## config.mk

```make
export PLATFORM = sky130hd
export DESIGN_NAME = fine_resolution_extension
export DESIGN_NICKNAME = d
export VERILOG_FILES = /design/src/fine_res_pkg.sv /design/src/fine_edge_placer.sv /design/src/fine_resolution_extension.sv /design/src/step_divider.sv
export SDC_FILE = /design/constraint.sdc
export NUM_CORES = 1
export LEC_CHECK = 0
export ABC_AREA = 1
export BUFFER_PORTS_ARGS = -buffer_cell sky130_fd_sc_hd__buf_4
export CAP_MARGIN = 30
export CORE_UTILIZATION = 30
export CTS_BUF_LIST = sky130_fd_sc_hd__clkbuf_4
export CTS_CLUSTER_SIZE = 24
export DETAILED_ROUTE_END_ITERATION = 8
export GPL_ROUTABILITY_DRIVEN = 0
export MAX_ROUTING_LAYER = met4
export PLACE_DENSITY = 0.6
export SLEW_MARGIN = 20
export SYNTH_ARGS = -nofsm -noshare
export SYNTH_HDL_FRONTEND = slang
export SYNTH_HIERARCHICAL = 1
export SYNTH_SLANG_ARGS = --single-unit
```

## constraint.sdc

```tcl
create_clock -name aclk -period 2.5 [get_ports aclk]
set_input_delay 0 -clock aclk [delete_from_list [all_inputs] [get_ports aclk]]
set_output_delay 0 -clock aclk [all_outputs]
set_load 0.01 [all_outputs]
```

## src/fine_res_pkg.sv

```systemverilog
package fine_res_pkg;

    // Register bus geometry.
    localparam int              ADDR_W          = 4;
    localparam int              DATA_W          = 32;
    localparam logic [3:0]      CTRL_OFFSET     = 4'h0;
    localparam logic [1:0]      RESP_OKAY       = 2'h0;
    localparam logic [1:0]      RESP_SLVERR     = 2'h2;

    // Control register layout.
    localparam int              ENABLE_LSB      = 0;
    localparam int              PLUS_LSB        = 2;
    localparam logic [7:0]      CTRL_RESET      = 8'h00;
    localparam logic [7:0]      CTRL_WRITE_MASK = 8'h0F;

    // Timer and port geometry.
    localparam int              OUTS_PER_TIMER  = 4;
    localparam int              FINE_W          = 3;
    localparam int              COUNT_W         = 16;

    // Timing: aclk cycles per peripheral clock cycle, and per quad-rate tick.
    localparam int              SUB_STEPS       = 8;
    localparam int              QUAD_STEP       = 2;
    localparam logic [2:0]      LAST_STEP       = 3'(SUB_STEPS - 1);

    // Count masks applied while the fine path owns the low bits.
    localparam logic [15:0]     MASK_FINE       = 16'hFFFC;
    localparam logic [15:0]     MASK_PLUS       = 16'hFFF8;

    typedef struct packed {
        logic [1:0] fine_res_plus_select;
        logic [1:0] fine_res_enable;
    } control_t;

    typedef struct packed {
        logic [OUTS_PER_TIMER-1:0]        wave;
        logic [OUTS_PER_TIMER*FINE_W-1:0] fine_bits;
        logic [COUNT_W-1:0]               count;
    } timer_side_t;

endpackage : fine_res_pkg

```

## src/fine_edge_placer.sv

```systemverilog
`timescale 1ns/100ps
module fine_edge_placer (
    // Clock and reset.
    input  wire logic                                          aclk,
    input  wire logic                                          aresetn,
    // Timing from the divider.
    input  wire logic [2:0]                                    step,
    input  wire logic                                          periph_tick,
    // Mode for this timer and for the whole port.
    input  wire logic                                          timer_fine,
    input  wire logic                                          timer_plus,
    input  wire logic                                          port_fine,
    // Coarse waveform and compare low bits from the timer.
    input  wire logic [fine_res_pkg::OUTS_PER_TIMER-1:0]       wave_in,
    input  wire logic [fine_res_pkg::OUTS_PER_TIMER*3-1:0]     fine_bits,
    // Placed waveform.
    output logic [fine_res_pkg::OUTS_PER_TIMER-1:0]            wave_out
);

    localparam int N = fine_res_pkg::OUTS_PER_TIMER;

    // Sub-step at which a coarse edge is released. Normal mode moves in quad-rate ticks of two
    // sub-steps; plus mode uses every sub-step, standing in for both quad clock edges.
    function automatic logic [2:0] release_step(input logic [2:0] bits, input logic fine, input logic plus);
        logic [2:0] r;
        r = 3'h0;
        if (plus) begin
            r = bits;
        end else if (fine) begin
            r = {bits[1:0], 1'b0};
        end
        return r;
    endfunction : release_step

    logic [N-1:0] pend_reg;
    logic [N-1:0] wave_reg;
    logic [N-1:0] wave_next;
    logic [2:0]   dly_reg [N];

    assign wave_out = wave_reg;

    genvar g;
    generate
        for (g = 0; g < N; g++) begin : g_pin
            wire logic [2:0] rel = release_step(fine_bits[g*3 +: 3], timer_fine, timer_plus);
            // Coarse edges are moved later by less than one peripheral cycle, so a pulse the timer
            // never produced cannot appear, though a pulse can come out as short as one aclk cycle.
            assign wave_next[g] = !port_fine ? wave_in[g] :
                                  (step == dly_reg[g]) ? pend_reg[g] : wave_reg[g];

            always_ff @(posedge aclk) begin
                if (!aresetn) begin
                    pend_reg[g] <= 1'b0;
                    dly_reg[g]  <= 3'h0;
                    wave_reg[g] <= 1'b0;
                end else begin
                    if (periph_tick) begin
                        pend_reg[g] <= wave_in[g];
                        dly_reg[g]  <= rel;
                    end
                    wave_reg[g] <= wave_next[g];
                end
            end
        end
    endgenerate

endmodule : fine_edge_placer

```

## src/fine_resolution_extension.sv

```systemverilog
`timescale 1ns/100ps
module fine_resolution_extension (
    // Clock and reset.
    input  wire logic                                        aclk,
    input  wire logic                                        aresetn,
    // AXI4-Lite write address.
    input  wire logic                                        s_axi_awvalid,
    output logic                                             s_axi_awready,
    input  wire logic [fine_res_pkg::ADDR_W-1:0]             s_axi_awaddr,
    input  wire logic [2:0]                                  s_axi_awprot,
    // AXI4-Lite write data.
    input  wire logic                                        s_axi_wvalid,
    output logic                                             s_axi_wready,
    input  wire logic [31:0]                                 s_axi_wdata,
    input  wire logic [3:0]                                  s_axi_wstrb,
    // AXI4-Lite write response.
    output logic                                             s_axi_bvalid,
    input  wire logic                                        s_axi_bready,
    output logic [1:0]                                       s_axi_bresp,
    // AXI4-Lite read address.
    input  wire logic                                        s_axi_arvalid,
    output logic                                             s_axi_arready,
    input  wire logic [fine_res_pkg::ADDR_W-1:0]             s_axi_araddr,
    input  wire logic [2:0]                                  s_axi_arprot,
    // AXI4-Lite read data.
    output logic                                             s_axi_rvalid,
    input  wire logic                                        s_axi_rready,
    output logic [31:0]                                      s_axi_rdata,
    output logic [1:0]                                       s_axi_rresp,
    // Timer four and timer five sides.
    input  fine_res_pkg::timer_side_t                        timer_four,
    input  fine_res_pkg::timer_side_t                        timer_five,
    // Port pins and masked counts.
    output logic [2*fine_res_pkg::OUTS_PER_TIMER-1:0]        port_wave,
    output logic [fine_res_pkg::COUNT_W-1:0]                 count_read_four,
    output logic [fine_res_pkg::COUNT_W-1:0]                 count_read_five,
    output logic [fine_res_pkg::COUNT_W-1:0]                 event_count_four,
    output logic [fine_res_pkg::COUNT_W-1:0]                 event_count_five,
    output logic                                             port_fine_active
);

    localparam int N = fine_res_pkg::OUTS_PER_TIMER;

    function automatic logic word_hit(input logic [fine_res_pkg::ADDR_W-1:0] a);
        return a[fine_res_pkg::ADDR_W-1:2] == fine_res_pkg::CTRL_OFFSET[fine_res_pkg::ADDR_W-1:2];
    endfunction : word_hit

    function automatic logic [15:0] mask_count(input logic [15:0] c, input logic fine, input logic plus);
        logic [15:0] m;
        m = c;
        if (plus) begin
            m = c & fine_res_pkg::MASK_PLUS;
        end else if (fine) begin
            m = c & fine_res_pkg::MASK_FINE;
        end
        return m;
    endfunction : mask_count

    // Control register.
    fine_res_pkg::control_t ctrl_reg;
    fine_res_pkg::control_t ctrl_next;

    // Write channel state.
    logic                           aw_held_reg;
    logic                           w_held_reg;
    logic [fine_res_pkg::ADDR_W-1:0] aw_addr_reg;
    logic [7:0]                     w_byte_reg;
    logic                           w_lane_reg;
    logic                           awready_reg;
    logic                           wready_reg;
    logic                           bvalid_reg;
    logic [1:0]                     bresp_reg;

    // Read channel state.
    logic                           arready_reg;
    logic                           rvalid_reg;
    logic [31:0]                    rdata_reg;
    logic [1:0]                     rresp_reg;

    wire logic aw_take  = s_axi_awvalid && awready_reg;
    wire logic w_take   = s_axi_wvalid && wready_reg;
    wire logic aw_have  = aw_held_reg || aw_take;
    wire logic w_have   = w_held_reg || w_take;
    wire logic [fine_res_pkg::ADDR_W-1:0] wr_addr = aw_held_reg ? aw_addr_reg : s_axi_awaddr;
    wire logic [7:0] wr_byte = w_held_reg ? w_byte_reg : s_axi_wdata[7:0];
    wire logic wr_lane  = w_held_reg ? w_lane_reg : s_axi_wstrb[0];
    wire logic wr_fire  = aw_have && w_have && !bvalid_reg;
    wire logic wr_hit   = word_hit(wr_addr);
    wire logic ar_take  = s_axi_arvalid && arready_reg;
    wire logic rd_hit   = word_hit(s_axi_araddr);

    // Bits above the two fields are never stored, so they read back as zero whatever is written.
    assign ctrl_next = (wr_fire && wr_hit && wr_lane) ?
                       fine_res_pkg::control_t'(wr_byte[3:0] & fine_res_pkg::CTRL_WRITE_MASK[3:0]) : ctrl_reg;

    wire logic [7:0] ctrl_byte = {4'h0, ctrl_reg};

    always_ff @(posedge aclk) begin
        if (!aresetn) begin
            ctrl_reg    <= fine_res_pkg::control_t'(fine_res_pkg::CTRL_RESET[3:0]);
            aw_held_reg <= 1'b0;
            w_held_reg  <= 1'b0;
            aw_addr_reg <= '0;
            w_byte_reg  <= 8'h00;
            w_lane_reg  <= 1'b0;
            awready_reg <= 1'b0;
            wready_reg  <= 1'b0;
            bvalid_reg  <= 1'b0;
            bresp_reg   <= fine_res_pkg::RESP_OKAY;
        end else begin
            ctrl_reg <= ctrl_next;
            if (aw_take) begin
                aw_addr_reg <= s_axi_awaddr;
            end
            if (w_take) begin
                w_byte_reg <= s_axi_wdata[7:0];
                w_lane_reg <= s_axi_wstrb[0];
            end
            aw_held_reg <= aw_have && !wr_fire;
            w_held_reg  <= w_have && !wr_fire;
            awready_reg <= !(aw_have && !wr_fire) && !(bvalid_reg && !s_axi_bready) && !wr_fire;
            wready_reg  <= !(w_have && !wr_fire) && !(bvalid_reg && !s_axi_bready) && !wr_fire;
            if (wr_fire) begin
                bvalid_reg <= 1'b1;
                bresp_reg  <= wr_hit ? fine_res_pkg::RESP_OKAY : fine_res_pkg::RESP_SLVERR;
            end else if (s_axi_bready) begin
                bvalid_reg <= 1'b0;
            end
        end
    end

    always_ff @(posedge aclk) begin
        if (!aresetn) begin
            arready_reg <= 1'b0;
            rvalid_reg  <= 1'b0;
            rdata_reg   <= 32'h00000000;
            rresp_reg   <= fine_res_pkg::RESP_OKAY;
        end else begin
            if (ar_take) begin
                rvalid_reg <= 1'b1;
                rdata_reg  <= rd_hit ? {24'h000000, ctrl_byte} : 32'h00000000;
                rresp_reg  <= rd_hit ? fine_res_pkg::RESP_OKAY : fine_res_pkg::RESP_SLVERR;
            end else if (s_axi_rready) begin
                rvalid_reg <= 1'b0;
            end
            arready_reg <= !ar_take && !(rvalid_reg && !s_axi_rready);
        end
    end

    assign s_axi_awready = awready_reg;
    assign s_axi_wready  = wready_reg;
    assign s_axi_bvalid  = bvalid_reg;
    assign s_axi_bresp   = bresp_reg;
    assign s_axi_arready = arready_reg;
    assign s_axi_rvalid  = rvalid_reg;
    assign s_axi_rdata   = rdata_reg;
    assign s_axi_rresp   = rresp_reg;

    // Mode decode. Plus mode implies the fine path for its timer.
    wire logic plus_on_timer_four = ctrl_reg.fine_res_plus_select[0];
    wire logic plus_on_timer_five = ctrl_reg.fine_res_plus_select[1];
    wire logic fine_on_timer_four = ctrl_reg.fine_res_enable[0] || plus_on_timer_four;
    wire logic fine_on_timer_five = ctrl_reg.fine_res_enable[1] || plus_on_timer_five;
    // The whole port follows either timer, which is why software must enable both sharing it.
    wire logic port_fine = fine_on_timer_four || fine_on_timer_five;

    logic [2:0] step;
    logic       periph_tick;

    // The aclk is the fine clock; the peripheral rate is one pulse every eight cycles.
    step_divider u_step_divider (
        .aclk        (aclk),
        .aresetn     (aresetn),
        .step        (step),
        .periph_tick (periph_tick)
    );

    logic [N-1:0] wave_four;
    logic [N-1:0] wave_five;

    // Each timer keeps its coarse waveform generation whatever mode it runs in.
    fine_edge_placer u_place_four (
        .aclk        (aclk),
        .aresetn     (aresetn),
        .step        (step),
        .periph_tick (periph_tick),
        .timer_fine  (fine_on_timer_four),
        .timer_plus  (plus_on_timer_four),
        .port_fine   (port_fine),
        .wave_in     (timer_four.wave),
        .fine_bits   (timer_four.fine_bits),
        .wave_out    (wave_four)
    );

    fine_edge_placer u_place_five (
        .aclk        (aclk),
        .aresetn     (aresetn),
        .step        (step),
        .periph_tick (periph_tick),
        .timer_fine  (fine_on_timer_five),
        .timer_plus  (plus_on_timer_five),
        .port_fine   (port_fine),
        .wave_in     (timer_five.wave),
        .fine_bits   (timer_five.fine_bits),
        .wave_out    (wave_five)
    );

    assign port_wave = {wave_five, wave_four};

    logic [15:0] cnt_four_reg;
    logic [15:0] cnt_five_reg;
    logic [15:0] evt_four_reg;
    logic [15:0] evt_five_reg;
    logic        port_fine_reg;

    wire logic [15:0] cnt_four_next = mask_count(timer_four.count, fine_on_timer_four, plus_on_timer_four);
    wire logic [15:0] cnt_five_next = mask_count(timer_five.count, fine_on_timer_five, plus_on_timer_five);

    always_ff @(posedge aclk) begin
        if (!aresetn) begin
            cnt_four_reg  <= 16'h0000;
            cnt_five_reg  <= 16'h0000;
            evt_four_reg  <= 16'h0000;
            evt_five_reg  <= 16'h0000;
            port_fine_reg <= 1'b0;
        end else begin
            cnt_four_reg  <= cnt_four_next;
            cnt_five_reg  <= cnt_five_next;
            evt_four_reg  <= cnt_four_next;
            evt_five_reg  <= cnt_five_next;
            port_fine_reg <= port_fine;
        end
    end

    assign count_read_four  = cnt_four_reg;
    assign count_read_five  = cnt_five_reg;
    assign event_count_four = evt_four_reg;
    assign event_count_five = evt_five_reg;
    assign port_fine_active = port_fine_reg;

endmodule : fine_resolution_extension

```

## src/step_divider.sv

```systemverilog
`timescale 1ns/100ps
module step_divider (
    // Clock and reset.
    input  wire logic       aclk,
    input  wire logic       aresetn,
    // Sub-step position inside one peripheral cycle.
    output logic [2:0]      step,
    output logic            periph_tick
);

    logic [2:0] step_reg;
    logic [2:0] step_next;

    assign step_next   = (step_reg == fine_res_pkg::LAST_STEP) ? 3'h0 : step_reg + 3'h1;
    assign step        = step_reg;
    assign periph_tick = (step_reg == fine_res_pkg::LAST_STEP);

    always_ff @(posedge aclk) begin
        if (!aresetn) begin
            step_reg <= 3'h0;
        end else begin
            step_reg <= step_next;
        end
    end

endmodule : step_divider

```

# [Yosys cells after proc, flatten, opt, wreduce, memory -nomap -nowiden]
# Memory sizes are Yosys's and may differ from the RTL's.
# Cells that the tools add are included.
[totals] out_inout_bits=114 n_memories=2 word_cells=161 input_bits=121 ff_bits=108 mem_bits_ro=0 mem_bits_rw=24 latchBits=0
[op_classes] bitwise=9 n_addsub=1 n_mux=54 n_div=0 n_mul=0 reduce_logical=39 order_cmp=0 n_shift=0 eq_ne=17
[mem_list] name="u_place_five.dly_reg" words=4 width=3 read_ports=4 rd_ports_with_merged_regs=0 write_ports=4 line_no="fine_edge_placer.sv:38" text="logic [2:0] dly_reg [N];"
[mem_list] name="u_place_four.dly_reg" words=4 width=3 read_ports=4 rd_ports_with_merged_regs=0 write_ports=4 line_no="fine_edge_placer.sv:38"
[ops] operator="$mux 3" count=24
[ops] operator="$mux 1" count=25
[ops] operator="$eq 3x3->1" count=8
[ops] operator="$logic_and 1x1->1" count=16
[ops] operator="$ne 2x2->1 const B" count=8
[ops] operator="$mux 4" count=3
[ops] operator="$logic_not 1->1" count=9
[ops] operator="$or 1x1->1" count=8
[ops] operator="$reduce_or 2->1" count=3
[ops] operator="$reduce_or 3->1" count=2
[ops] operator="$logic_or 1x1->1" count=5
[ops] operator="$logic_not 2->1" count=2
[ops] operator="$mux 2" count=2
[ops] operator="$reduce_bool 2->1" count=2
[ops] operator="$add 3x1->3 const B" count=1
[ops] operator="$eq 3x3->1 const B" count=1
[ops] operator="$not 1->1" count=1

# [Depth between registers and ports, before layout]
# Gate-level depths: netlist (run 1).
[logic_depth] ltp_word=9 mapped_depth=9 ltp_nobuf=8

# [Hierarchy]
# Netlist (run 1), hierarchy kept.
[by_module_without_submodules] mod="fine_resolution_extension" seq_area_each_um2=1141.1 cells_each=307 n_inst=1 area_each_um2=2416.1
[by_module_without_submodules] mod="fine_edge_placer (u_place_four)" seq_area_each_um2=520.5 cells_each=139 n_inst=1 area_each_um2=1076.0
[by_module_without_submodules] mod="fine_edge_placer (u_place_five)" seq_area_each_um2=520.5 cells_each=140 n_inst=1 area_each_um2=1074.8
[by_module_without_submodules] mod="step_divider" seq_area_each_um2=60.1 cells_each=12 n_inst=1 area_each_um2=113.9

# [Least setup slack after synthesis (run 1)]
# Ideal clock, no wire load.
[synth_timing] kind="register to register" start="register u_step_divider.step_reg[0] (netlist: u_step_divider/step[0])" end="memory u_place_five.dly_reg[0][0] (enable)" setup_ns=0.350 path_stages_with_launch=5 arrival_time_ns=1.304 required_ns=2.150 setup_slack_ns=0.845 synth_period_minus_slack_ns=1.655 n_path_buf=0 cell_sequence="dfxtp_1 -> ha_1 -> ha_1 -> inv_1 -> nand2_1"
[synth_lines] element="start, declared" line_no="step_divider.sv:11" text="logic [2:0] step_reg;"
[synth_lines] element="start signal, assigned" line_no="step_divider.sv:22" text="step_reg <= step_next;"
[synth_lines] element="end, declared" line_no="fine_edge_placer.sv:38"

==> out/summary.txt, run 1 <==
Min-Delay Startpoint = s_axi_awaddr[2]
Initial Utilization = 30.8%
Max Slew Vio Count = 0
GR Util met3 = 4.72%
Startpoint Class = register
worst slew pin tran = 0.501 ns
area of the multi-input gates = 1590 um^2
CTS sink cnt = 100
Reg power frac = 51.9%
GRT Overall Usage = 14.6%
dpl cell area = 5730 um^2
max-cap viol count = 0
Post-synth EDFFs = 24
Final Hold Fails = 0
min Tclk post-route = 2.26 ns
hold buffers post-CTS = 98
Cell Int Power = 0.00251 W
Sw Ratio = 26.8%
synthesized instance count = 598
P per Cell Area = 499 nW/um^2
first-pass GRT wire length = 18,000 um
Seq/Total Area, Yosys = 47.9%
crit-path max FO = 12
combinational share of power = 19.8%
Inst Count DP = 907
crit end category = register
clock buffer depth = 2
hold endpoint = s_axi_bresp[1]
Die Area = 16,100 um^2
fin util = 45.2%
max_slew headroom = 66.5%
Global Route met2 Usage = 24.8%
input/output buffers = 163
fin crit share = 90.3%
Vias/cell = 4.05
arrival time worst endpoint = 2.47 ns
cell taking the most area after synthesis = dfxtp_1
met1 Use GR = 16.6%
YS warnings = 6
GRT busiest layer = met2
largest cells by area after synthesis = dfxtp_1 33%, edfxtp_1 15%, nand2_1 11%
Max VDD drop = 0.406 mV
DRT Pass-1 Iters = 4
TritonCTS clock tree = built
Worst R2R Start = u_step_divider/step[0]
DRC errors left = 0
io pins = 235
Post-Syn Area = 4680 um^2
CTS root buffer = clkbuf_4
Final ANT Viol Nets = 0
ys async rst share = 0%
ys flop type = dfxtp_1
Finished Layout Cells = 1,022
initial antenna violation count = 1
share of layout cells above drive strength 1 = 24.5%
Num CTS Buffers = 9
WL/cell = 11.1 um
worst skew pair latency = 0.46 ns
maximum clock rate = 443 MHz
total grt overflow = 0
vias in the first global route = 3,815
Clk pwr share = 28.3%
count of different cell masters after synthesis = 30
post-DP HPWL = 7740 um
Routed WL = 11,300 um
share of the synthesized area in the top cell type = 32.5%
Area Overhead vs Synth = 46.8%
final setup TNS = 0 ns
CTS resizes = 0
r2r setup slk = 0.24 ns
Fin Clk Skew = 0.0166 ns
postcts setup bufs = 0
final instance area = 6870 um^2
static leakage = 3.46 nW
largest net degree at the start of global routing = 45
type of the most critical hold path = in2reg
via count = 4,136
Crit path required time = 2.72 ns
r2r endpoint = u_place_five/dly_reg[1][1]
most frequent cell after synthesis = nand2_1
core box area = 15,200 um^2
worst reg2reg path depth = 8
FILL cells = 1,535
chip width = 127 um
FF+latch area = 2240 um^2
RSZ-0062 raised after global routing = false
status = finished clean
syn avg cell area = 7.83 um^2
Psw = 0.000921 W
Die Ht = 127 um
crit path kind = reg2reg
Synth Register Bits = 100
WHS Path Cells = 5
clock transition at the registers of the reported paths = 0.15 ns
Core Rows = 45
Setup-failing EPs final = 0
H-Tree Depth = 3
Total Nets Final = 951
top cells by count, synth = 136 x nand2_1, 96 x inv_1, 76 x dfxtp_1
DRT iter0 DRCs = 104
[per-layer routing]
| layer | up-vias | wire length, um |
|---|---|---|
| li1 | 2194 | - |
| met1 | 1819 | 4970 |
| met2 | 113 | 5660 |
| met3 | 10 | 589 |
| met4 | 0 | 97 |
| met5 | - | 0 |
[cell type report]
type / instances / share of cell area (%)
clock buffer: 10 / 1.09
clock inverter: 6 / 1.27
tap: 188 / 3.42
multi-input combinational: 347 / 23.1
antenna: 1 / 0.0364
inverter: 103 / 5.66
sequential: 100 / 32.6
timing repair buffer: 267 / 32.7
[critical path: stages, from the launching register on]
cell,delay (ns)
dfxtp_1,0.33
buf_4,0.17
ha_1,0.20
ha_1,0.25
nand2_2,0.22
inv_2,0.09
nand2_1,0.11
o21ai_1,0.07
dlygate4sd3_1,0.56
[worst max path at each step]
stage,from,endpoint,slack [ns],cells after the start
after global placement,u_step_divider/step[0],u_place_four/dly_reg[3][2],0.68,5
after global routing,u_step_divider/step[0],u_place_five/dly_reg[1][1],0.13,8
after CTS,u_step_divider/step[0],u_place_five/dly_reg[1][1],0.27,8
after detailed placement,u_step_divider/step[0],u_place_four/dly_reg[1][2],0.66,5
final,u_step_divider/step[0],u_place_five/dly_reg[1][1],0.24,8
after floorplan,u_step_divider/step[0],u_place_five/dly_reg[0][0],0.85,4
[power groups by stage]
stage                     Sequential (W)  Combinational (W)  Clock, W
after CTS                        0.00178           0.000680   0.00102
final                            0.00178           0.000678  0.000972
after global routing             0.00179           0.000751   0.00108
after detailed placement         0.00182           0.000569         0
after global placement           0.00182           0.000563         0
after floorplan                  0.00184           0.000346         0
[layout by cell type, fill, tap and decap left out]
cell type,instances
conb_1,30
xnor2_1,8
nand4_1,4
nor2_4,1
a22oi_1,11
inv_1,96
clkinv_4,2
nand2_1,136
diode_2,1
bufinv_16,2
nand3_1,29
or2_2,1
ha_1,2
clkbuf_4,10
and3_1,2
nand2_4,2
buf_4,169
inv_4,2
nand2_2,4
inv_2,7
nor2_2,1
nor2_1,60
nor2_8,1
and2_0,4
dfxtp_1,76
o21ai_1,8
a21oi_1,18
nor3_1,2
o21ai_0,21
nand3_2,2
edfxtp_1,24
dlygate4sd3_1,98
[kinds of logic after synthesis]
family | after synthesis | synth area share, %
AO/OA/AOI/OAI | 58 | 6.79
XOR/XNOR | 8 | 1.50
adder cells (fa/ha/maj) | 2 | 0.535
buffers and inverters | 180 | 20.4
flip-flops | 100 | 47.9
other | 1 | 0.0801
AND/OR/NAND/NOR | 249 | 22.7
[stage by stage]
stage	power, W	hold WS (ns)	setup slack [ns]
4_1_cts	0.00349	0.0281	0.272
5_1_grt	0.00363	0.105	0.128
3_3_place_gp	0.00238	0.180	0.679
3_5_place_dp	0.00239	0.184	0.661
6_report	0.00343	0.116	0.243
2_1_floorplan	0.00219	0.0976	0.845
(Power assumes the default switching activity.)
==> run 2: changes to the inputs <==
--- a/config.mk
+++ b/config.mk
@@ -8,13 +8,15 @@
 export ABC_AREA = 1
 export BUFFER_PORTS_ARGS = -buffer_cell sky130_fd_sc_hd__buf_4
 export CAP_MARGIN = 30
+export CELL_PAD_IN_SITES_DETAIL_PLACEMENT = 0
+export CELL_PAD_IN_SITES_GLOBAL_PLACEMENT = 1
 export CORE_UTILIZATION = 30
 export CTS_BUF_LIST = sky130_fd_sc_hd__clkbuf_4
 export CTS_CLUSTER_SIZE = 24
 export DETAILED_ROUTE_END_ITERATION = 8
 export GPL_ROUTABILITY_DRIVEN = 0
 export MAX_ROUTING_LAYER = met4
-export PLACE_DENSITY = 0.6
+export PLACE_DENSITY_LB_ADDON = 0.1
 export SLEW_MARGIN = 20
 export SYNTH_ARGS = -nofsm -noshare
 export SYNTH_HDL_FRONTEND = slang
==> run 2 against run 1 <==
  * Hold slack worse by 0.041 ns
  * Critical path depth down 2
  * Sequential power about the same
  * Critical endpoint is now u_place_five/dly_reg[0][1]
  * Flip-flop and latch count unchanged
  * Count of clock-buffer cells in the layout down 1
  * Utilization about the same
==> out/summary.txt, run 2 (synthesis results as in run 1) <==
r2r setup slk = 0.34 ns (+0.10 ns)
Num CTS Buffers = 9 (unchanged)
hold endpoint = s_axi_bresp[1]
WL/cell = 11.6 um (+5.1%)
maximum clock rate = 463 MHz (+4.4%)
WHS Path Cells = 5 (unchanged)
RSZ-0062 raised after global routing = false
core box area = 15,200 um^2 (unchanged)
initial antenna violation count = 1 (unchanged)
r2r endpoint = u_place_five/dly_reg[0][1]
Final ANT Viol Nets = 0 (unchanged)
via count = 4,273 (+3.3%)
WP buf/inv = 2 (-1)
Crit path required time = 2.84 ns (+0.12 ns)
type of the most critical hold path = in2reg
Area Overhead vs Synth = 46.7% (about the same)
share of layout cells above drive strength 1 = 24.3% (-0.24 points)
Die Ht = 127 um (unchanged)
post-DP HPWL = 8430 um (+8.9%)
io pins = 235 (unchanged)
Inst Count DP = 906 (-0.11%)
GRT Overall Usage = 15.4% (+0.88 points)
final setup TNS = 0 ns (unchanged)
DRC errors left = 0 (unchanged)
max-cap viol count = 0 (unchanged)
fin util = 45.2% (about the same)
pre-CTS worst setup slack = 0.668 ns (+0.00761 ns)
Finished Layout Cells = 1,026 (+0.39%)
arrival time worst endpoint = 2.50 ns (+0.03 ns)
worst reg2reg path depth = 6 (-2)
P per Cell Area = 474 nW/um^2 (-5.2%)
static leakage = 3.44 nW (-0.46%)
CTS root buffer = clkbuf_4
H-Tree Depth = 3 (unchanged)
TritonCTS clock tree = built
crit-path max FO = 11 (-1)
Top delay family on crit path = buffers and inverters
min Tclk post-route = 2.16 ns (-0.0958 ns)
clock buffer depth = 2 (unchanged)
vias in the first global route = 4,103 (+7.5%)
fin crit share = 86.4% (-3.8 points)
crit end category = register
WP depth = 6 (-2)
Die Area = 16,100 um^2 (unchanged)
chip width = 127 um (unchanged)
worst skew pair latency = 0.46 ns (about the same)
first-pass GRT wire length = 19,000 um (+5.2%)
Worst R2R Start = u_step_divider/step[2]
Initial Utilization = 30.8% (unchanged)
Worst Setup Slack, final = 0.339 ns (+0.0958 ns)
Worst path slowest cell = dfxtp_1
Vias/cell = 4.16 (+2.9%)
DRT iter0 DRCs = 127 (+22%)
Total Nets Final = 955 (+0.42%)
Final Hold Fails = 0 (unchanged)
Core Rows = 45 (unchanged)
Critical Path, Cell by Cell = ha_1, nand2_2, inv_2, nand2_1, o21ai_1, dlygate4sd3_1
CP peak stage delay = 0.60 ns (+0.04 ns)
Max Slew Vio Count = 0 (unchanged)
Setup-failing EPs final = 0 (unchanged)
input/output buffers = 163 (unchanged)
total grt overflow = 0 (unchanged)
Routed WL = 11,900 um (+5.5%)
status = finished clean
Fin Clk Skew = 0.0148 ns (-0.00177 ns)
Max VDD drop = 0.299 mV (-26%)
clock transition at the registers of the reported paths = 0.16 ns (about the same)
largest net degree at the start of global routing = 36 (-20%)
CTS resizes = 0 (unchanged)
most common cell after layout, fill and taps aside = buf_4
DRT Pass-1 Iters = 4 (unchanged)
Startpoint Class = register
CTS sink cnt = 100 (unchanged)
crit path kind = reg2reg
most frequent cells in the layout = 168 x buf_4, 136 x nand2_1, 103 x dlygate4sd3_1
FILL cells = 1,559 (+1.6%)
Min-Delay Startpoint = s_axi_awaddr[2]
[run 2: worst max-delay path by stage]
stage	start	to	slack, ns
after floorplan	u_step_divider/step[0]	u_place_five/dly_reg[0][0]	0.85
after global placement	u_step_divider/step[2]	u_place_five/dly_reg[0][1]	0.74
after detailed placement	u_step_divider/step[2]	u_place_five/dly_reg[0][0]	0.67
after CTS	u_step_divider/step[2]	u_place_five/dly_reg[0][1]	0.36
after global routing	u_step_divider/step[2]	u_place_five/dly_reg[0][1]	0.18
final	u_step_divider/step[2]	u_place_five/dly_reg[0][1]	0.34
[run 2: power breakdown]
group / internal, W / switching [W]
Clock: 0.000212 / 0.000567
Combinational: 0.000361 / 0.000323
Sequential: 0.00174 / 0.0000521
[run 2: what timing repair did]
| item | CTS | global route |
|---|---|---|
| buffers inserted | 0 | 0 |
| hold buffers | 103 | 0 |
| hold endpoints to repair | 97 | 0 |
[run 2: area by class of cell]
| type | count | area, um^2 | share of cell area (%) |
|---|---|---|---|
| Sequential cell | 100 | 2240 | 32.6 |
| Antenna cell | 1 | 2.50 | 0.0364 |
| Clock buffer | 9 | 67.6 | 0.984 |
| Inverter | 103 | 389 | 5.67 |
| Timing Repair Buffer | 271 | 2290 | 33.4 |
| Tap cell | 188 | 235 | 3.43 |
| Multi-Input combinational cell | 347 | 1590 | 23.2 |
| Clock inverter | 7 | 48.8 | 0.711 |
[run 2: layer usage]
metal	wire, um	vias to the layer above	GRT usage, %	part of all wire [%]
li1	-	2203	-	-
met1	4990	1931	16.1	42
met2	6250	117	28.2	52
met3	449	22	3.63	3.8
met4	242	0	5.81	2.0
met5	0	-	-	0
[run 2: worst min-delay path, stage by stage]
cell     delay, ns
buf_4         0.08
nor2_1        0.03
nand2_1       0.05
nand2_1       0.16
a21oi_1       0.19
[run 2: through the flow]
step	area, um^2	hold slack, ns	total power [W]
3_5_place_dp	5720	0.185	0.00239
3_3_place_gp	5720	0.181	0.00238
5_1_grt	6870	0.0788	0.00345
6_report	6870	0.0740	0.00325
2_1_floorplan	4790	0.0976	0.00219
4_1_cts	6870	0.0229	0.00331
==> run 3: changes to the inputs <==
--- a/config.mk
+++ b/config.mk
@@ -16,7 +16,7 @@
 export DETAILED_ROUTE_END_ITERATION = 8
 export GPL_ROUTABILITY_DRIVEN = 0
 export MAX_ROUTING_LAYER = met4
-export PLACE_DENSITY_LB_ADDON = 0.1
+export PLACE_DENSITY = 0.77
 export SLEW_MARGIN = 20
 export SYNTH_ARGS = -nofsm -noshare
 export SYNTH_HDL_FRONTEND = slang
==> run 3 against run 2 <==
  * Global-route usage fell by 0.68 points
  * Routed wire length fell by 4.9%
  * Clock skew barely moved
  * Die area did not move
  * Total power rose by 2.2%
  * Utilization fell by 0.28 points
  * Clock power rose by 10%
  * Final area fell by 0.62%
  * Register-to-register slack improved by 0.12 ns
  * Sequential share of layout area rose by 0.20 points
==> out/summary.txt, run 3 (synthesis results as in run 1) <==
Final Hold Fails = 0 (unchanged)
status = finished clean
Num CTS Buffers = 9 (unchanged)
fin crit share = 81.5% (-4.9 points)
clock buffer depth = 2 (unchanged)
GRT Overall Usage = 14.8% (-0.68 points)
Worst path slowest cell = dlygate4sd3_1
RSZ-0062 raised after global routing = false
worst skew pair latency = 0.47 ns (about the same)
Top delay family on crit path = buffers and inverters
DRT iter0 DRCs = 183 (+44%)
post-DP HPWL = 7980 um (-5.3%)
io pins = 235 (unchanged)
crit-path max FO = 6 (-5)
TritonCTS clock tree = built
crit end category = register
initial antenna violation count = 0 (-1)
type of the most critical hold path = in2reg
Inst Count DP = 908 (+0.22%)
clock transition at the registers of the reported paths = 0.16 ns (about the same)
Initial Utilization = 30.8% (unchanged)
total grt overflow = 0 (unchanged)
CTS root buffer = clkbuf_4
Finished Layout Cells = 1,020 (-0.58%)
Worst path most repeated cell = dlygate4sd3_1
Startpoint Class = register
input/output buffers = 163 (unchanged)
min Tclk post-route = 2.04 ns (-0.123 ns)
crit path kind = reg2reg
share of layout cells above drive strength 1 = 24.7% (+0.42 points)
Fin Clk Skew = 0.0144 ns (-0.000404 ns)
final instance area = 6830 um^2 (-0.62%)
DRT Pass-1 Iters = 4 (unchanged)
WP buf/inv = 2 (unchanged)
Die Ht = 127 um (unchanged)
Max VDD drop = 0.329 mV (+9.8%)
static leakage = 3.43 nW (-0.40%)
WL/cell = 11.1 um (-4.3%)
H-Tree Depth = 3 (unchanged)
CTS sink cnt = 100 (unchanged)
pre-CTS worst setup slack = 0.821 ns (+0.152 ns)
Die Area = 16,100 um^2 (unchanged)
via count = 4,097 (-4.1%)
largest net degree at the start of global routing = 42 (+17%)
Routed WL = 11,300 um (-4.9%)
Area Overhead vs Synth = 45.8%
core box area = 15,200 um^2 (unchanged)
Core Rows = 45 (unchanged)
met1 Use GR = 16.6% (+0.57 points)
max-cap viol count = 0 (unchanged)
maximum clock rate = 491 MHz (+6.0%)
Final ANT Viol Nets = 0 (unchanged)
Critical Path, Cell by Cell = nand2_1, nor3_1, dlygate4sd3_1, nor2_1, dlygate4sd3_1
dpl cell area = 5730 um^2 (+0.26%)
Max Slew Vio Count = 0 (unchanged)
most frequent cells in the layout = 170 x buf_4, 136 x nand2_1, 96 x inv_1
GR Util met3 = 3.92% (+0.30 points)
Worst Setup Slack, final = 0.462 ns (+0.123 ns)
Setup-failing EPs final = 0 (unchanged)
worst hold slack = 0.0710 ns (-0.00297 ns)
GRT busiest layer = met2
arrival time worst endpoint = 2.41 ns (-0.09 ns)
final setup TNS = 0 ns (unchanged)
Total Nets Final = 949 (-0.63%)
DRC errors left = 0 (unchanged)
chip width = 127 um (unchanged)
Vias/cell = 4.02 (-3.6%)
most common cell after layout, fill and taps aside = buf_4
Crit path required time = 2.87 ns (+0.03 ns)
vias in the first global route = 3,906 (-4.8%)
Global Route met2 Usage = 25.7% (-2.5 points)
P per Cell Area = 487 nW/um^2 (+2.8%)
CP peak stage delay = 0.66 ns (+0.06 ns)
first-pass GRT wire length = 18,200 um (-4.2%)
==> run 3: metal layers <==
layer	share of wire (%)	vias to the layer above
met5	0	-
met4	1.0	0
met3	4.9	10
met2	51	109
met1	43	1786
li1	-	2192
==> run 3: layout make-up <==
class / instances / area, um^2
Fill cell: 1536 / 8380
Tap cell: 188 / 235
Timing Repair Buffer: 265 / 2230
Sequential cell: 100 / 2240
Multi-Input combinational cell: 347 / 1590
Antenna cell: 1 / 2.50
Clock buffer: 10 / 75.1
Inverter: 103 / 389
Clock inverter: 6 / 63.8
==> run 3: through the flow <==
| step | power (W) | util, % |
|---|---|---|
| 2_1_floorplan | 0.00219 | - |
| 3_3_place_gp | 0.00239 | 37.7 |
| 3_5_place_dp | 0.00239 | 37.7 |
| 4_1_cts | 0.00338 | 44.9 |
| 5_1_grt | 0.00351 | 44.9 |
| 6_report | 0.00332 | 44.9 |
==> run 3: tightest hold or removal path, cell delays in order <==
cell     delay [ns]
buf_4          0.08
nor2_1         0.04
nand2_1        0.05
nand2_1        0.16
a21oi_1        0.19
==> run 3: report_power, final <==
part / switching, W / leakage, nW / total, W / internal, W
sequential: 0.0000471 / 0.875 / 0.00178 / 0.00174
clock: 0.000544 / 0.0728 / 0.000861 / 0.000316
combinational: 0.000323 / 2.48 / 0.000680 / 0.000356
==> run 3: what timing repair did <==
| item | in CTS | in global routing |
|---|---|---|
| hold buffers | 95 | 0 |
| gates resized for setup | 0 | 0 |
| endpoints found under the setup margin | 0 | 0 |
| endpoints found under the hold margin | 96 | 0 |
| setup buffers | 0 | 0 |
==> run 3: final timing paths <==
path,startpoint,end,slack [ns],cells past startpoint
worst min register to register,aw_addr_reg[3],aw_addr_reg[3],0.47,2
worst max-delay path,s_axi_arready,s_axi_rresp[1],0.46,5
worst min-delay path,s_axi_awaddr[2],s_axi_bresp[1],0.07,5
worst max register to register,s_axi_arready,s_axi_rresp[1],0.46,5
